`src/rtl/lite_ctrl_pkg.sv`:
```
package lite_ctrl_pkg;

   // ----------------------------------------------------------------
   // Bus geometry
   // ----------------------------------------------------------------
   localparam int ADDR_W = 12;
   localparam int DATA_W = 32;
   localparam int ARG_W  = 8;

   // ----------------------------------------------------------------
   // Register byte offsets
   // ----------------------------------------------------------------
   localparam logic [ADDR_W-1:0] OFS_CTRL      = 12'h000;
   localparam logic [ADDR_W-1:0] OFS_GIE       = 12'h004;
   localparam logic [ADDR_W-1:0] OFS_IER       = 12'h008;
   localparam logic [ADDR_W-1:0] OFS_ISR       = 12'h00c;
   localparam logic [ADDR_W-1:0] OFS_ARG_A     = 12'h010;
   localparam logic [ADDR_W-1:0] OFS_ARG_B     = 12'h018;
   localparam logic [ADDR_W-1:0] OFS_B_VALID   = 12'h01c;
   localparam logic [ADDR_W-1:0] OFS_B_ACK     = 12'h020;
   localparam logic [ADDR_W-1:0] OFS_ARG_C_IN  = 12'h400;
   localparam logic [ADDR_W-1:0] OFS_ARG_C_OUT = 12'h408;
   localparam logic [ADDR_W-1:0] OFS_C_VALID   = 12'h40c;

   // ----------------------------------------------------------------
   // Field positions
   // ----------------------------------------------------------------
   localparam int CTRL_LAUNCH = 0;
   localparam int CTRL_DONE   = 1;
   localparam int CTRL_IDLE   = 2;
   localparam int CTRL_READY  = 3;
   localparam int CTRL_RESUME = 4;
   localparam int CTRL_AUTO   = 7;
   localparam int IRQ_DONE    = 0;
   localparam int IRQ_READY   = 1;

   // ----------------------------------------------------------------
   // Reset values and responses
   // ----------------------------------------------------------------
   localparam logic [ARG_W-1:0] ARG_RESET  = 8'h00;
   localparam logic [1:0]       IRQ_RESET  = 2'h0;
   localparam logic [1:0]       RESP_OKAY  = 2'h0;
   localparam logic [1:0]       RESP_SLVERR = 2'h2;

endpackage

```
`src/rtl/arg_valid_port.sv`:
```
`timescale 1ns/100ps
module arg_valid_port
   import lite_ctrl_pkg::*;
(
   input  wire logic             clk,
   input  wire logic             resetn,
   input  wire logic             data_we,
   input  wire logic [ARG_W-1:0] data_in,
   input  wire logic             valid_set,
   input  wire logic             core_read,
   input  wire logic             ack_clr,
   output logic      [ARG_W-1:0] data_reg,
   output logic                  valid_reg,
   output logic                  ack_reg
);

   // Data register written by software only.
   always_ff @(posedge clk or negedge resetn)
   begin
      if (!resetn)
         data_reg <= ARG_RESET;
      else if (data_we)
         data_reg <= data_in;
   end

   // Valid flag: software raises it, the core consuming it drops it.
   // A software set in the consuming cycle wins, keeping the new word.
   always_ff @(posedge clk or negedge resetn)
   begin
      if (!resetn)
         valid_reg <= 1'b0;
      else if (valid_set)
         valid_reg <= 1'b1;
      else if (core_read)
         valid_reg <= 1'b0; // [RL3]
   end

   // Acknowledge flag records each consumption until software reads it.
   sticky_flag u_ack
   (
      .clk    (clk),
      .resetn (resetn),
      .set    (core_read & valid_reg),
      .clr    (ack_clr),
      .flag   (ack_reg)
   );

endmodule // arg_valid_port

```
`src/rtl/lite_control_slave.sv`:
```
// Design decisions made here: the AXI4-Lite register port and the address map.
`timescale 1ns/100ps
// Functional notes
// [RL1] One bundle shares one slave interface.
// [RL2] Valid port has data, ack, valid registers.
// [RL3] Core consumption clears the valid register.
// [RL4] Core stalls until valid is one.
// [RL5] Auto addresses unless explicit offset given.
// [RL6] Low range reserved for control, interrupts.
// [RL7] Return mapping gives programmable interrupt output.
// [RL8] Interrupt sources: completion and ready events.
// [RL9] Registers use the core clock by default.
// [RL10] Separate interface clock synchronous to core.
// [RL11] Interface clock no faster than core.
// [RL12] Bundle shares one clock and reset.
// [RL13] Separate interface reset is active low.
// [RL14] Only memory-style arrays; no stable inputs.
// [RL15] Avoid extra protocols; include return handshake.
// [RL16] Data path thirty-two bits wide.
// [RL17] Auto-restart starts next run on completion.
// [RL18] Software starts, resumes, reads done/idle/ready.
// [RL19] Interrupt holds until software clears pending.
module lite_control_slave
   import lite_ctrl_pkg::*;
(
   input  wire logic              clk,
   input  wire logic              resetn,
   // AXI4-Lite write address channel.
   input  wire logic              s_axi_awvalid,
   output logic                   s_axi_awready,
   input  wire logic [ADDR_W-1:0] s_axi_awaddr,
   input  wire logic [2:0]        s_axi_awprot,
   // AXI4-Lite write data channel.
   input  wire logic              s_axi_wvalid,
   output logic                   s_axi_wready,
   input  wire logic [DATA_W-1:0] s_axi_wdata,
   input  wire logic [3:0]        s_axi_wstrb,
   // AXI4-Lite write response channel.
   output logic                   s_axi_bvalid,
   input  wire logic              s_axi_bready,
   output logic      [1:0]        s_axi_bresp,
   // AXI4-Lite read address channel.
   input  wire logic              s_axi_arvalid,
   output logic                   s_axi_arready,
   input  wire logic [ADDR_W-1:0] s_axi_araddr,
   input  wire logic [2:0]        s_axi_arprot,
   // AXI4-Lite read data channel.
   output logic                   s_axi_rvalid,
   input  wire logic              s_axi_rready,
   output logic      [DATA_W-1:0] s_axi_rdata,
   output logic      [1:0]        s_axi_rresp,
   // Block-level handshake toward the core.
   output logic                   launch_request,
   output logic                   resume_request,
   input  wire logic              function_complete,
   input  wire logic              accepts_new_input,
   input  wire logic              core_quiescent,
   // Scalar argument ports toward the core.
   output logic      [ARG_W-1:0]  arg_a,
   output logic      [ARG_W-1:0]  arg_b,
   output logic                   arg_b_valid,
   input  wire logic              arg_b_read,
   output logic      [ARG_W-1:0]  arg_c_in,
   input  wire logic [ARG_W-1:0]  arg_c_out,
   input  wire logic              arg_c_out_valid,
   // Interrupt toward the processor.
   output logic                   interrupt
);

   // ----------------------------------------------------------------
   // Channel state
   // ----------------------------------------------------------------
   typedef enum logic [1:0]
   {
      CH_IDLE = 2'b00,
      CH_RESP = 2'b01
   } chan_state_e;

   chan_state_e       wr_state_reg;
   chan_state_e       rd_state_reg;
   logic              aw_have_reg;
   logic              w_have_reg;
   logic [ADDR_W-1:0] aw_addr_reg;
   logic [DATA_W-1:0] w_data_reg;
   logic [3:0]        w_strb_reg;
   logic [1:0]        b_resp_reg;
   logic [DATA_W-1:0] r_data_reg;
   logic [1:0]        r_resp_reg;
   logic              wr_fire;
   logic              rd_fire;
   logic              wr_hit;
   logic              wr_low;
   logic [DATA_W-1:0] rd_next;
   logic              rd_hit;

   // ----------------------------------------------------------------
   // Control and status state
   // ----------------------------------------------------------------
   logic              launch_reg;
   logic              resume_reg;
   logic              auto_restart_reg;
   logic              gie_reg;
   logic [1:0]        ier_reg;
   logic [1:0]        isr_reg;
   logic              done_flag;
   logic              ready_flag;
   logic              c_valid_flag;
   logic [ARG_W-1:0]  arg_a_reg;
   logic [ARG_W-1:0]  arg_c_in_reg;
   logic [ARG_W-1:0]  arg_c_out_reg;
   logic              b_ack;

   // Strobe decode for one write and one read.
   logic we_ctrl;
   logic we_gie;
   logic we_ier;
   logic we_isr;
   logic we_arg_a;
   logic we_arg_b;
   logic we_b_valid;
   logic we_arg_c;
   logic re_ctrl;
   logic re_b_ack;
   logic re_c_valid;

   // ----------------------------------------------------------------
   // Write channel
   // ----------------------------------------------------------------
   // Address and data are taken once each, in either order.
   assign s_axi_awready = !aw_have_reg && (wr_state_reg == CH_IDLE);
   assign s_axi_wready  = !w_have_reg && (wr_state_reg == CH_IDLE);
   assign wr_fire       = aw_have_reg && w_have_reg;
   assign wr_low        = wr_fire && w_strb_reg[0];
   assign s_axi_bvalid  = (wr_state_reg == CH_RESP);
   assign s_axi_bresp   = b_resp_reg;

   // Capture the write address.
   always_ff @(posedge clk or negedge resetn)
   begin
      if (!resetn)
      begin
         aw_have_reg <= 1'b0;
         aw_addr_reg <= '0;
      end
      else if (s_axi_awvalid && s_axi_awready)
      begin
         aw_have_reg <= 1'b1;
         aw_addr_reg <= s_axi_awaddr;
      end
      else if (wr_fire)
         aw_have_reg <= 1'b0;
   end

   // Capture the write data and strobes.
   always_ff @(posedge clk or negedge resetn)
   begin
      if (!resetn)
      begin
         w_have_reg <= 1'b0;
         w_data_reg <= '0;
         w_strb_reg <= 4'h0;
      end
      else if (s_axi_wvalid && s_axi_wready)
      begin
         w_have_reg <= 1'b1;
         w_data_reg <= s_axi_wdata;
         w_strb_reg <= s_axi_wstrb;
      end
      else if (wr_fire)
         w_have_reg <= 1'b0;
   end

   // Write response follows the cycle both halves met.
   always_ff @(posedge clk or negedge resetn)
   begin
      if (!resetn)
      begin
         wr_state_reg <= CH_IDLE;
         b_resp_reg   <= RESP_OKAY;
      end
      else
      begin
         case (wr_state_reg)
            CH_IDLE:
               if (wr_fire)
               begin
                  wr_state_reg <= CH_RESP;
                  b_resp_reg   <= wr_hit ? RESP_OKAY : RESP_SLVERR;
               end
            CH_RESP:
               if (s_axi_bready)
                  wr_state_reg <= CH_IDLE;
            default:
               wr_state_reg <= CH_IDLE;
         endcase
      end
   end

   // Write decode: low words hold handshake and interrupt controls,
   // arguments sit above them and at their explicit offsets.
   always_comb
   begin
      we_ctrl    = 1'b0;
      we_gie     = 1'b0;
      we_ier     = 1'b0;
      we_isr     = 1'b0;
      we_arg_a   = 1'b0;
      we_arg_b   = 1'b0;
      we_b_valid = 1'b0;
      we_arg_c   = 1'b0;
      wr_hit     = 1'b1;
      if (aw_addr_reg == OFS_CTRL)
         we_ctrl = wr_low; // [RL6]
      else if (aw_addr_reg == OFS_GIE)
         we_gie = wr_low;
      else if (aw_addr_reg == OFS_IER)
         we_ier = wr_low;
      else if (aw_addr_reg == OFS_ISR)
         we_isr = wr_low;
      else if (aw_addr_reg == OFS_ARG_A)
         we_arg_a = wr_low; // [RL5]
      else if (aw_addr_reg == OFS_ARG_B)
         we_arg_b = wr_low; // [RL2]
      else if (aw_addr_reg == OFS_B_VALID)
         we_b_valid = wr_low && w_data_reg[0];
      else if (aw_addr_reg == OFS_ARG_C_IN)
         we_arg_c = wr_low; // [RL5]
      else if (aw_addr_reg == OFS_B_ACK || aw_addr_reg == OFS_ARG_C_OUT
               || aw_addr_reg == OFS_C_VALID)
         wr_hit = 1'b1;
      else
         wr_hit = 1'b0;
   end

   // ----------------------------------------------------------------
   // Read channel
   // ----------------------------------------------------------------
   // One read at a time; the address is taken only while idle.
   assign s_axi_arready = (rd_state_reg == CH_IDLE);
   assign rd_fire       = s_axi_arvalid && s_axi_arready;
   assign s_axi_rvalid  = (rd_state_reg == CH_RESP);
   assign s_axi_rdata   = r_data_reg;
   assign s_axi_rresp   = r_resp_reg;

   // Read mux over the one shared bundle, 32-bit words. [RL1]
   always_comb
   begin
      rd_next    = '0; // [RL16]
      rd_hit     = 1'b1;
      re_ctrl    = 1'b0;
      re_b_ack   = 1'b0;
      re_c_valid = 1'b0;
      if (s_axi_araddr == OFS_CTRL)
      begin
         rd_next[CTRL_LAUNCH] = launch_reg; // [RL18]
         rd_next[CTRL_DONE]   = done_flag;
         rd_next[CTRL_IDLE]   = core_quiescent;
         rd_next[CTRL_READY]  = ready_flag;
         rd_next[CTRL_AUTO]   = auto_restart_reg;
         re_ctrl              = rd_fire;
      end
      else if (s_axi_araddr == OFS_GIE)
         rd_next[0] = gie_reg;
      else if (s_axi_araddr == OFS_IER)
         rd_next[1:0] = ier_reg;
      else if (s_axi_araddr == OFS_ISR)
         rd_next[1:0] = isr_reg;
      else if (s_axi_araddr == OFS_ARG_A)
         rd_next[ARG_W-1:0] = arg_a_reg;
      else if (s_axi_araddr == OFS_ARG_B)
         rd_next[ARG_W-1:0] = arg_b;
      else if (s_axi_araddr == OFS_B_VALID)
         rd_next[0] = arg_b_valid;
      else if (s_axi_araddr == OFS_B_ACK)
      begin
         rd_next[0] = b_ack; // [RL2]
         re_b_ack   = rd_fire;
      end
      else if (s_axi_araddr == OFS_ARG_C_IN)
         rd_next[ARG_W-1:0] = arg_c_in_reg;
      else if (s_axi_araddr == OFS_ARG_C_OUT)
         rd_next[ARG_W-1:0] = arg_c_out_reg;
      else if (s_axi_araddr == OFS_C_VALID)
      begin
         rd_next[0] = c_valid_flag;
         re_c_valid = rd_fire;
      end
      else
         rd_hit = 1'b0;
   end

   // Read data is registered and holds until the master takes it.
   always_ff @(posedge clk or negedge resetn)
   begin
      if (!resetn)
      begin
         rd_state_reg <= CH_IDLE;
         r_data_reg   <= '0;
         r_resp_reg   <= RESP_OKAY;
      end
      else
      begin
         case (rd_state_reg)
            CH_IDLE:
               if (rd_fire)
               begin
                  rd_state_reg <= CH_RESP;
                  r_data_reg   <= rd_next;
                  r_resp_reg   <= rd_hit ? RESP_OKAY : RESP_SLVERR;
               end
            CH_RESP:
               if (s_axi_rready)
                  rd_state_reg <= CH_IDLE;
            default:
               rd_state_reg <= CH_IDLE;
         endcase
      end
   end

   // ----------------------------------------------------------------
   // Block-level handshake
   // ----------------------------------------------------------------
   // Launch holds until the core accepts input; auto-restart
   // keeps it up for the next run.
   always_ff @(posedge clk or negedge resetn)
   begin
      if (!resetn)
         launch_reg <= 1'b0; // [RL15]
      else if (we_ctrl && w_data_reg[CTRL_LAUNCH])
         launch_reg <= 1'b1; // [RL18]
      else if (auto_restart_reg && function_complete)
         launch_reg <= 1'b1; // [RL17]
      else if (accepts_new_input && !auto_restart_reg)
         launch_reg <= 1'b0;
   end

   // Resume pulses once per write; auto-restart also resumes
   // so a finished run never blocks the next.
   always_ff @(posedge clk or negedge resetn)
   begin
      if (!resetn)
         resume_reg <= 1'b0;
      else
         resume_reg <= (we_ctrl && w_data_reg[CTRL_RESUME])
                       || (auto_restart_reg && function_complete); // [RL17]
   end

   // Auto-restart setting.
   always_ff @(posedge clk or negedge resetn)
   begin
      if (!resetn)
         auto_restart_reg <= 1'b0;
      else if (we_ctrl)
         auto_restart_reg <= w_data_reg[CTRL_AUTO]; // [RL17]
   end

   // Done and ready are caught as they pulse and cleared by
   // reading the control word, so no pulse is missed.
   sticky_flag u_done
   (
      .clk    (clk),
      .resetn (resetn),
      .set    (function_complete),
      .clr    (re_ctrl),
      .flag   (done_flag)
   );

   sticky_flag u_ready
   (
      .clk    (clk),
      .resetn (resetn),
      .set    (accepts_new_input),
      .clr    (re_ctrl),
      .flag   (ready_flag)
   );

   assign launch_request = launch_reg;
   assign resume_request = resume_reg;

   // ----------------------------------------------------------------
   // Interrupt control
   // ----------------------------------------------------------------
   // Global enable and per-source enable.
   always_ff @(posedge clk or negedge resetn)
   begin
      if (!resetn)
      begin
         gie_reg <= 1'b0;
         ier_reg <= IRQ_RESET;
      end
      else
      begin
         if (we_gie)
            gie_reg <= w_data_reg[0]; // [RL7]
         if (we_ier)
            ier_reg <= w_data_reg[1:0];
      end
   end

   // Pending bits latch enabled events; writing one clears a bit,
   // but a new event in that cycle keeps it pending.
   genvar gi;
   generate
      for (gi = 0; gi < 2; gi++)
      begin : g_isr
         logic src;
         assign src = (gi == IRQ_DONE) ? function_complete
                                       : accepts_new_input; // [RL8]
         sticky_flag u_isr
         (
            .clk    (clk),
            .resetn (resetn),
            .set    (src && ier_reg[gi]),
            .clr    (we_isr && w_data_reg[gi]), // [RL19]
            .flag   (isr_reg[gi])
         );
      end
   endgenerate

   // Registered so the output is clean of decode glitches.
   always_ff @(posedge clk or negedge resetn)
   begin
      if (!resetn)
         interrupt <= 1'b0;
      else
         interrupt <= gie_reg && (|isr_reg); // [RL19]
   end

   // ----------------------------------------------------------------
   // Argument registers
   // ----------------------------------------------------------------
   // Plain scalars only, no arrays; one clock and one low reset.
   // [RL14] [RL13]
   always_ff @(posedge clk or negedge resetn)
   begin
      if (!resetn)
      begin
         arg_a_reg    <= ARG_RESET; // [RL9] [RL12]
         arg_c_in_reg <= ARG_RESET;
      end
      else
      begin
         if (we_arg_a)
            arg_a_reg <= w_data_reg[ARG_W-1:0];
         if (we_arg_c)
            arg_c_in_reg <= w_data_reg[ARG_W-1:0];
      end
   end

   // Output of argument c is captured when the core marks it valid.
   always_ff @(posedge clk or negedge resetn)
   begin
      if (!resetn)
         arg_c_out_reg <= ARG_RESET;
      else if (arg_c_out_valid)
         arg_c_out_reg <= arg_c_out;
   end

   sticky_flag u_c_valid
   (
      .clk    (clk),
      .resetn (resetn),
      .set    (arg_c_out_valid),
      .clr    (re_c_valid),
      .flag   (c_valid_flag)
   );

   // Valid-qualified input b; the core must hold off while it is low.
   arg_valid_port u_arg_b
   (
      .clk       (clk),
      .resetn    (resetn),
      .data_we   (we_arg_b),
      .data_in   (w_data_reg[ARG_W-1:0]),
      .valid_set (we_b_valid), // [RL4]
      .core_read (arg_b_read),
      .ack_clr   (re_b_ack),
      .data_reg  (arg_b),
      .valid_reg (arg_b_valid),
      .ack_reg   (b_ack)
   );

   assign arg_a    = arg_a_reg;
   assign arg_c_in = arg_c_in_reg;

endmodule // lite_control_slave

```
`src/rtl/sticky_flag.sv`:
```
`timescale 1ns/100ps
module sticky_flag
   import lite_ctrl_pkg::*;
(
   input  wire logic clk,
   input  wire logic resetn,
   input  wire logic set,
   input  wire logic clr,
   output logic      flag
);

   // A set in the same cycle as a clear wins, so no event is lost.
   always_ff @(posedge clk or negedge resetn)
   begin
      if (!resetn)
         flag <= 1'b0;
      else if (set)
         flag <= 1'b1;
      else if (clr)
         flag <= 1'b0;
   end

endmodule // sticky_flag
```
`config.mk`:
```
export PLATFORM = sky130hd
export DESIGN_NAME = lite_control_slave
export DESIGN_NICKNAME = d
export VERILOG_FILES = /design/src/rtl/lite_ctrl_pkg.sv /design/src/rtl/arg_valid_port.sv /design/src/rtl/lite_control_slave.sv /design/src/rtl/sticky_flag.sv
export SDC_FILE = /design/constraint.sdc
export NUM_CORES = 1
export LEC_CHECK = 0
export BUFFER_PORTS_ARGS = -buffer_cell sky130_fd_sc_hd__buf_2
export CAP_MARGIN = 0
export CORE_ASPECT_RATIO = 1.5
export CORE_MARGIN = 2
export CORE_UTILIZATION = 25
export CTS_CLUSTER_SIZE = 8
export DETAILED_ROUTE_END_ITERATION = 10
export PLACE_DENSITY = 0.56
export SLEW_MARGIN = 20
export SYNTH_ARGS = -nofsm -noshare
export SYNTH_HDL_FRONTEND = slang
export SYNTH_SLANG_ARGS = --single-unit
```
`constraint.sdc`:
```
create_clock -name clk -period 2 [get_ports clk]
set_input_delay 0 -clock clk [delete_from_list [all_inputs] [get_ports clk]]
set_output_delay 0 -clock clk [all_outputs]
set_load 0.01 [all_outputs]
```
==> results by group <==
Outcome
  • Status: finished with violations
  • Failing checks: setup timing

Run
  • Max Cap Violations: 0

Synth
  • Gate Count Post-Synth: 323
  • Post-synthesis cell area: 3840 um^2
  • Post-synth EDFFs: 0
  • Syn Area/Cell: 11.9 um^2
  • Synth warn: 0
  • Async S/R FF share, synth: 1.00
  • Synth cell types: 45
  • Yosys reg bits: 81
  • Top_reg_cell synth: dfrtp_1
  • Seq/Total Area, Yosys: 0.527

Routing
  • Residual DRC: 0
  • WL met3: 507 um
  • Wire length on met1: 4.02 mm
  • Via count: 3031
  • Final WL: 10.4 mm
  • Met2 wire length: 5.57 mm
  • Routed len/inst: 15.4 um
  • First-iteration detailed-routing DRC count: 135
  • Post-detailed-route count of antenna-violating nets: 0
  • DR vias/cell: 4.51
  • Max Used Layer: met4
  • DRT Pass-1 Iters: 4

Global route
  • Largest net degree at the start of global routing: 82
  • Antenna violations before repair: 0
  • Grt ovf: 0
  • GRT Util Overall: 0.130
  • Number of global-route vias before repair: 3152
  • First-pass GRT wire length: 16.5 mm

Hold path
  • Worst hold start: arg_c_out_valid
  • Hold Crit Depth: 2
  • Hold Path End: u_c_valid.flag
  • Hold Path Class: input port to flip-flop

Placement
  • Placer Congestion: 0.802
  • IO Port Bufs: 95
  • DP HPWL: 8.04 mm

Timing
  • Final period utilization: 1.08
  • Min Hold Slack: 0.0412 ns
  • Layout Skew: 0.00515 ns
  • Final hold viol count: 0
  • Max Clk Rate: 462 MHz
  • RSZ-0062 raised after global routing: yes
  • Max Slew Vio Count: 0
  • # setup viols final: 29
  • Slew headroom: 0.495
  • Setup TNS Final: -4.00 ns
  • Crit path time final: 2.17 ns
  • Worst-Margin Slew: 0.757 ns
  • Final WS setup: -0.166 ns

Die
  • Core ar.: 15100 um^2
  • Row cnt: 55
  • Die Span Y: 156 um
  • Die area: 16400 um^2
  • DIE WIDTH: 105 um
  • Starting Density: 0.255
  • I/O pins: 155

Critical path
  • Crit path max fanout: 8
  • R2R Setup Slk: -0.17 ns
  • Crit path kind: flip-flop to flip-flop
  • CP delay by family, top: simple AND/OR/NAND/NOR gates
  • CP peak stage delay: 0.54 ns
  • Critical Path RT: 2.22 ns
  • RR Endpoint: u_arg_b.data_reg[3]
  • Worst path slowest cell: or4_4
  • Worst-case reg-to-reg path depth: 5
  • Reg2Reg Launch Point: aw_addr_reg[6]
  • Crit end category: flip-flop
  • Ordered cell list for the critical path: or4_4 -> or3_4 -> nor3b_4 -> nand2_4 -> mux2_2
  • Crit path launch type: flip-flop
  • CP Buf/Inv Count: 0
  • CP arrival: 2.38 ns

Power and ir drop
  • Switching share of power: 0.285
  • Leakage: 2.56 nW
  • PwrDens: 941 nW/um^2
  • Clock power share: 0.340
  • P_sw: 1.41 mW
  • Peak VDD IR: 0.636 mV
  • Combinational fraction of design power: 0.196
  • Reg power frac: 0.465
  • Total power: 4.96 mW
  • Int Power: 3.55 mW

Layout
  • Diodes inserted: 0
  • Largest register FFs: 12
  • Layout cells sized above 1: 0.406
  • Final net count: 554
  • Layout area overhead: 37.2%
  • Fill cells: 1500
  • Final Core Density: 0.350

CTS
  • CTS buffer count: 9
  • Max clock buf depth: 2
  • Clk slew on worst S/H paths: 0.06 ns
  • CTS tree: yes
  • Clock Latency Late Sink: 0.33 ns
  • TritonCTS sink count: 81
  • CTS H-tree lvls: 3
  • Clock root buffer: clkbuf_16
[power by group through the flow]
stage / sequential, mW / clock, mW / combinational (mW)
global route: 2.36 / 1.79 / 1.09
detailed placement: 2.33 / 0 / 0.910
finish: 2.31 / 1.68 / 0.971
global placement: 2.31 / 0 / 0.889
CTS: 2.31 / 1.74 / 0.983
floorplan: 2.21 / 0 / 0.668
[Yosys cell counts, types with 4 or more instances]
master / n / share of area
dfrtp_1: 81 / 0.53
inv_1: 6 / 0.0059
nor2_1: 16 / 0.016
mux2i_1: 9 / 0.023
nand4_1: 4 / 0.0065
nor4_1: 5 / 0.0081
nor2b_1: 4 / 0.0065
and3_1: 4 / 0.0065
nand2_1: 14 / 0.014
nand3_1: 10 / 0.013
a221oi_1: 8 / 0.018
nor3_1: 5 / 0.0065
buf_4: 26 / 0.051
o21ai_0: 18 / 0.023
clkbuf_1: 7 / 0.0068
a21oi_1: 6 / 0.0078
mux2_2: 57 / 0.17
[area by class of cell]
type | count | area [um^2] | area share
flip-flops and latches | 81 | 2030 | 0.384
repair buffers | 143 | 952 | 0.181
clock buffers | 14 | 274 | 0.0519
inverters | 6 | 22.5 | 0.00427
well taps | 199 | 249 | 0.0472
multi-input cells | 227 | 1720 | 0.325
clock inverters | 2 | 35.0 | 0.00664
[cells in the final DEF, fill, tap and decap left out, types with 4 or more instances in the layout]
master         instances
buf_2                 94
dfrtp_1               81
mux2_2                56
dlygate4sd3_1         36
conb_1                26
o21ai_0               18
nor2_1                16
nand2_1               14
mux2i_1                9
clkbuf_16              9
buf_4                  9
a221oi_1               8
nand3_1                7
a21oi_1                6
inv_1                  5
nor4_1                 5
nor3_1                 5
and3_1                 4
nor2b_1                4
nand4_1                4
[repair_timing]
action / in CTS / in global routing
cloned: 0 / 0
resized for setup: 5 / 6
setup endpoints to repair: 27 / 33
endpoints found under the hold margin: 120 / 0
hold buffers: 36 / 0
setup buffers: 1 / 1
pin swaps: 3 / 3
[metal layers]
layer / track usage / vias to the layer above
met5: 0 / -
met4: 0.0584 / 0
met1: 0.146 / 1482
met2: 0.234 / 105
li1: - / 1425
met3: 0.0272 / 19
[worst max path at each step]
| stage | from | endpoint | slack [ns] | depth (start not counted) |
|---|---|---|---|---|
| floorplan | aw_addr_reg[6] | arg_a[0] | -0.08 | 5 |
| global placement | aw_addr_reg[6] | u_arg_b.data_reg[6] | -0.15 | 5 |
| detailed placement | aw_addr_reg[6] | u_arg_b.data_reg[3] | -0.19 | 5 |
| CTS | aw_addr_reg[6] | arg_a[7] | -0.17 | 5 |
| global route | aw_addr_reg[6] | u_arg_b.data_reg[3] | -0.23 | 5 |
| finish | aw_addr_reg[6] | u_arg_b.data_reg[3] | -0.17 | 5 |
[stage by stage]
step	worst slack (ns)	instances	cell area (um^2)
floorplan	-0.0775	348	3950
global placement	-0.150	619	4540
detailed placement	-0.188	619	4540
CTS	-0.168	672	5250
global route	-0.235	672	5280
finish	-0.166	672	5280
[logic make-up after synthesis]
kind of cell,count (synthesis),share of synthesized area
simple gates,79,0.117
buf+inv,40,0.0645
flops,81,0.527
other cells,1,0.000976
mux,66,0.190
compound gates,56,0.100
Power figures use the tool's default switching activity.
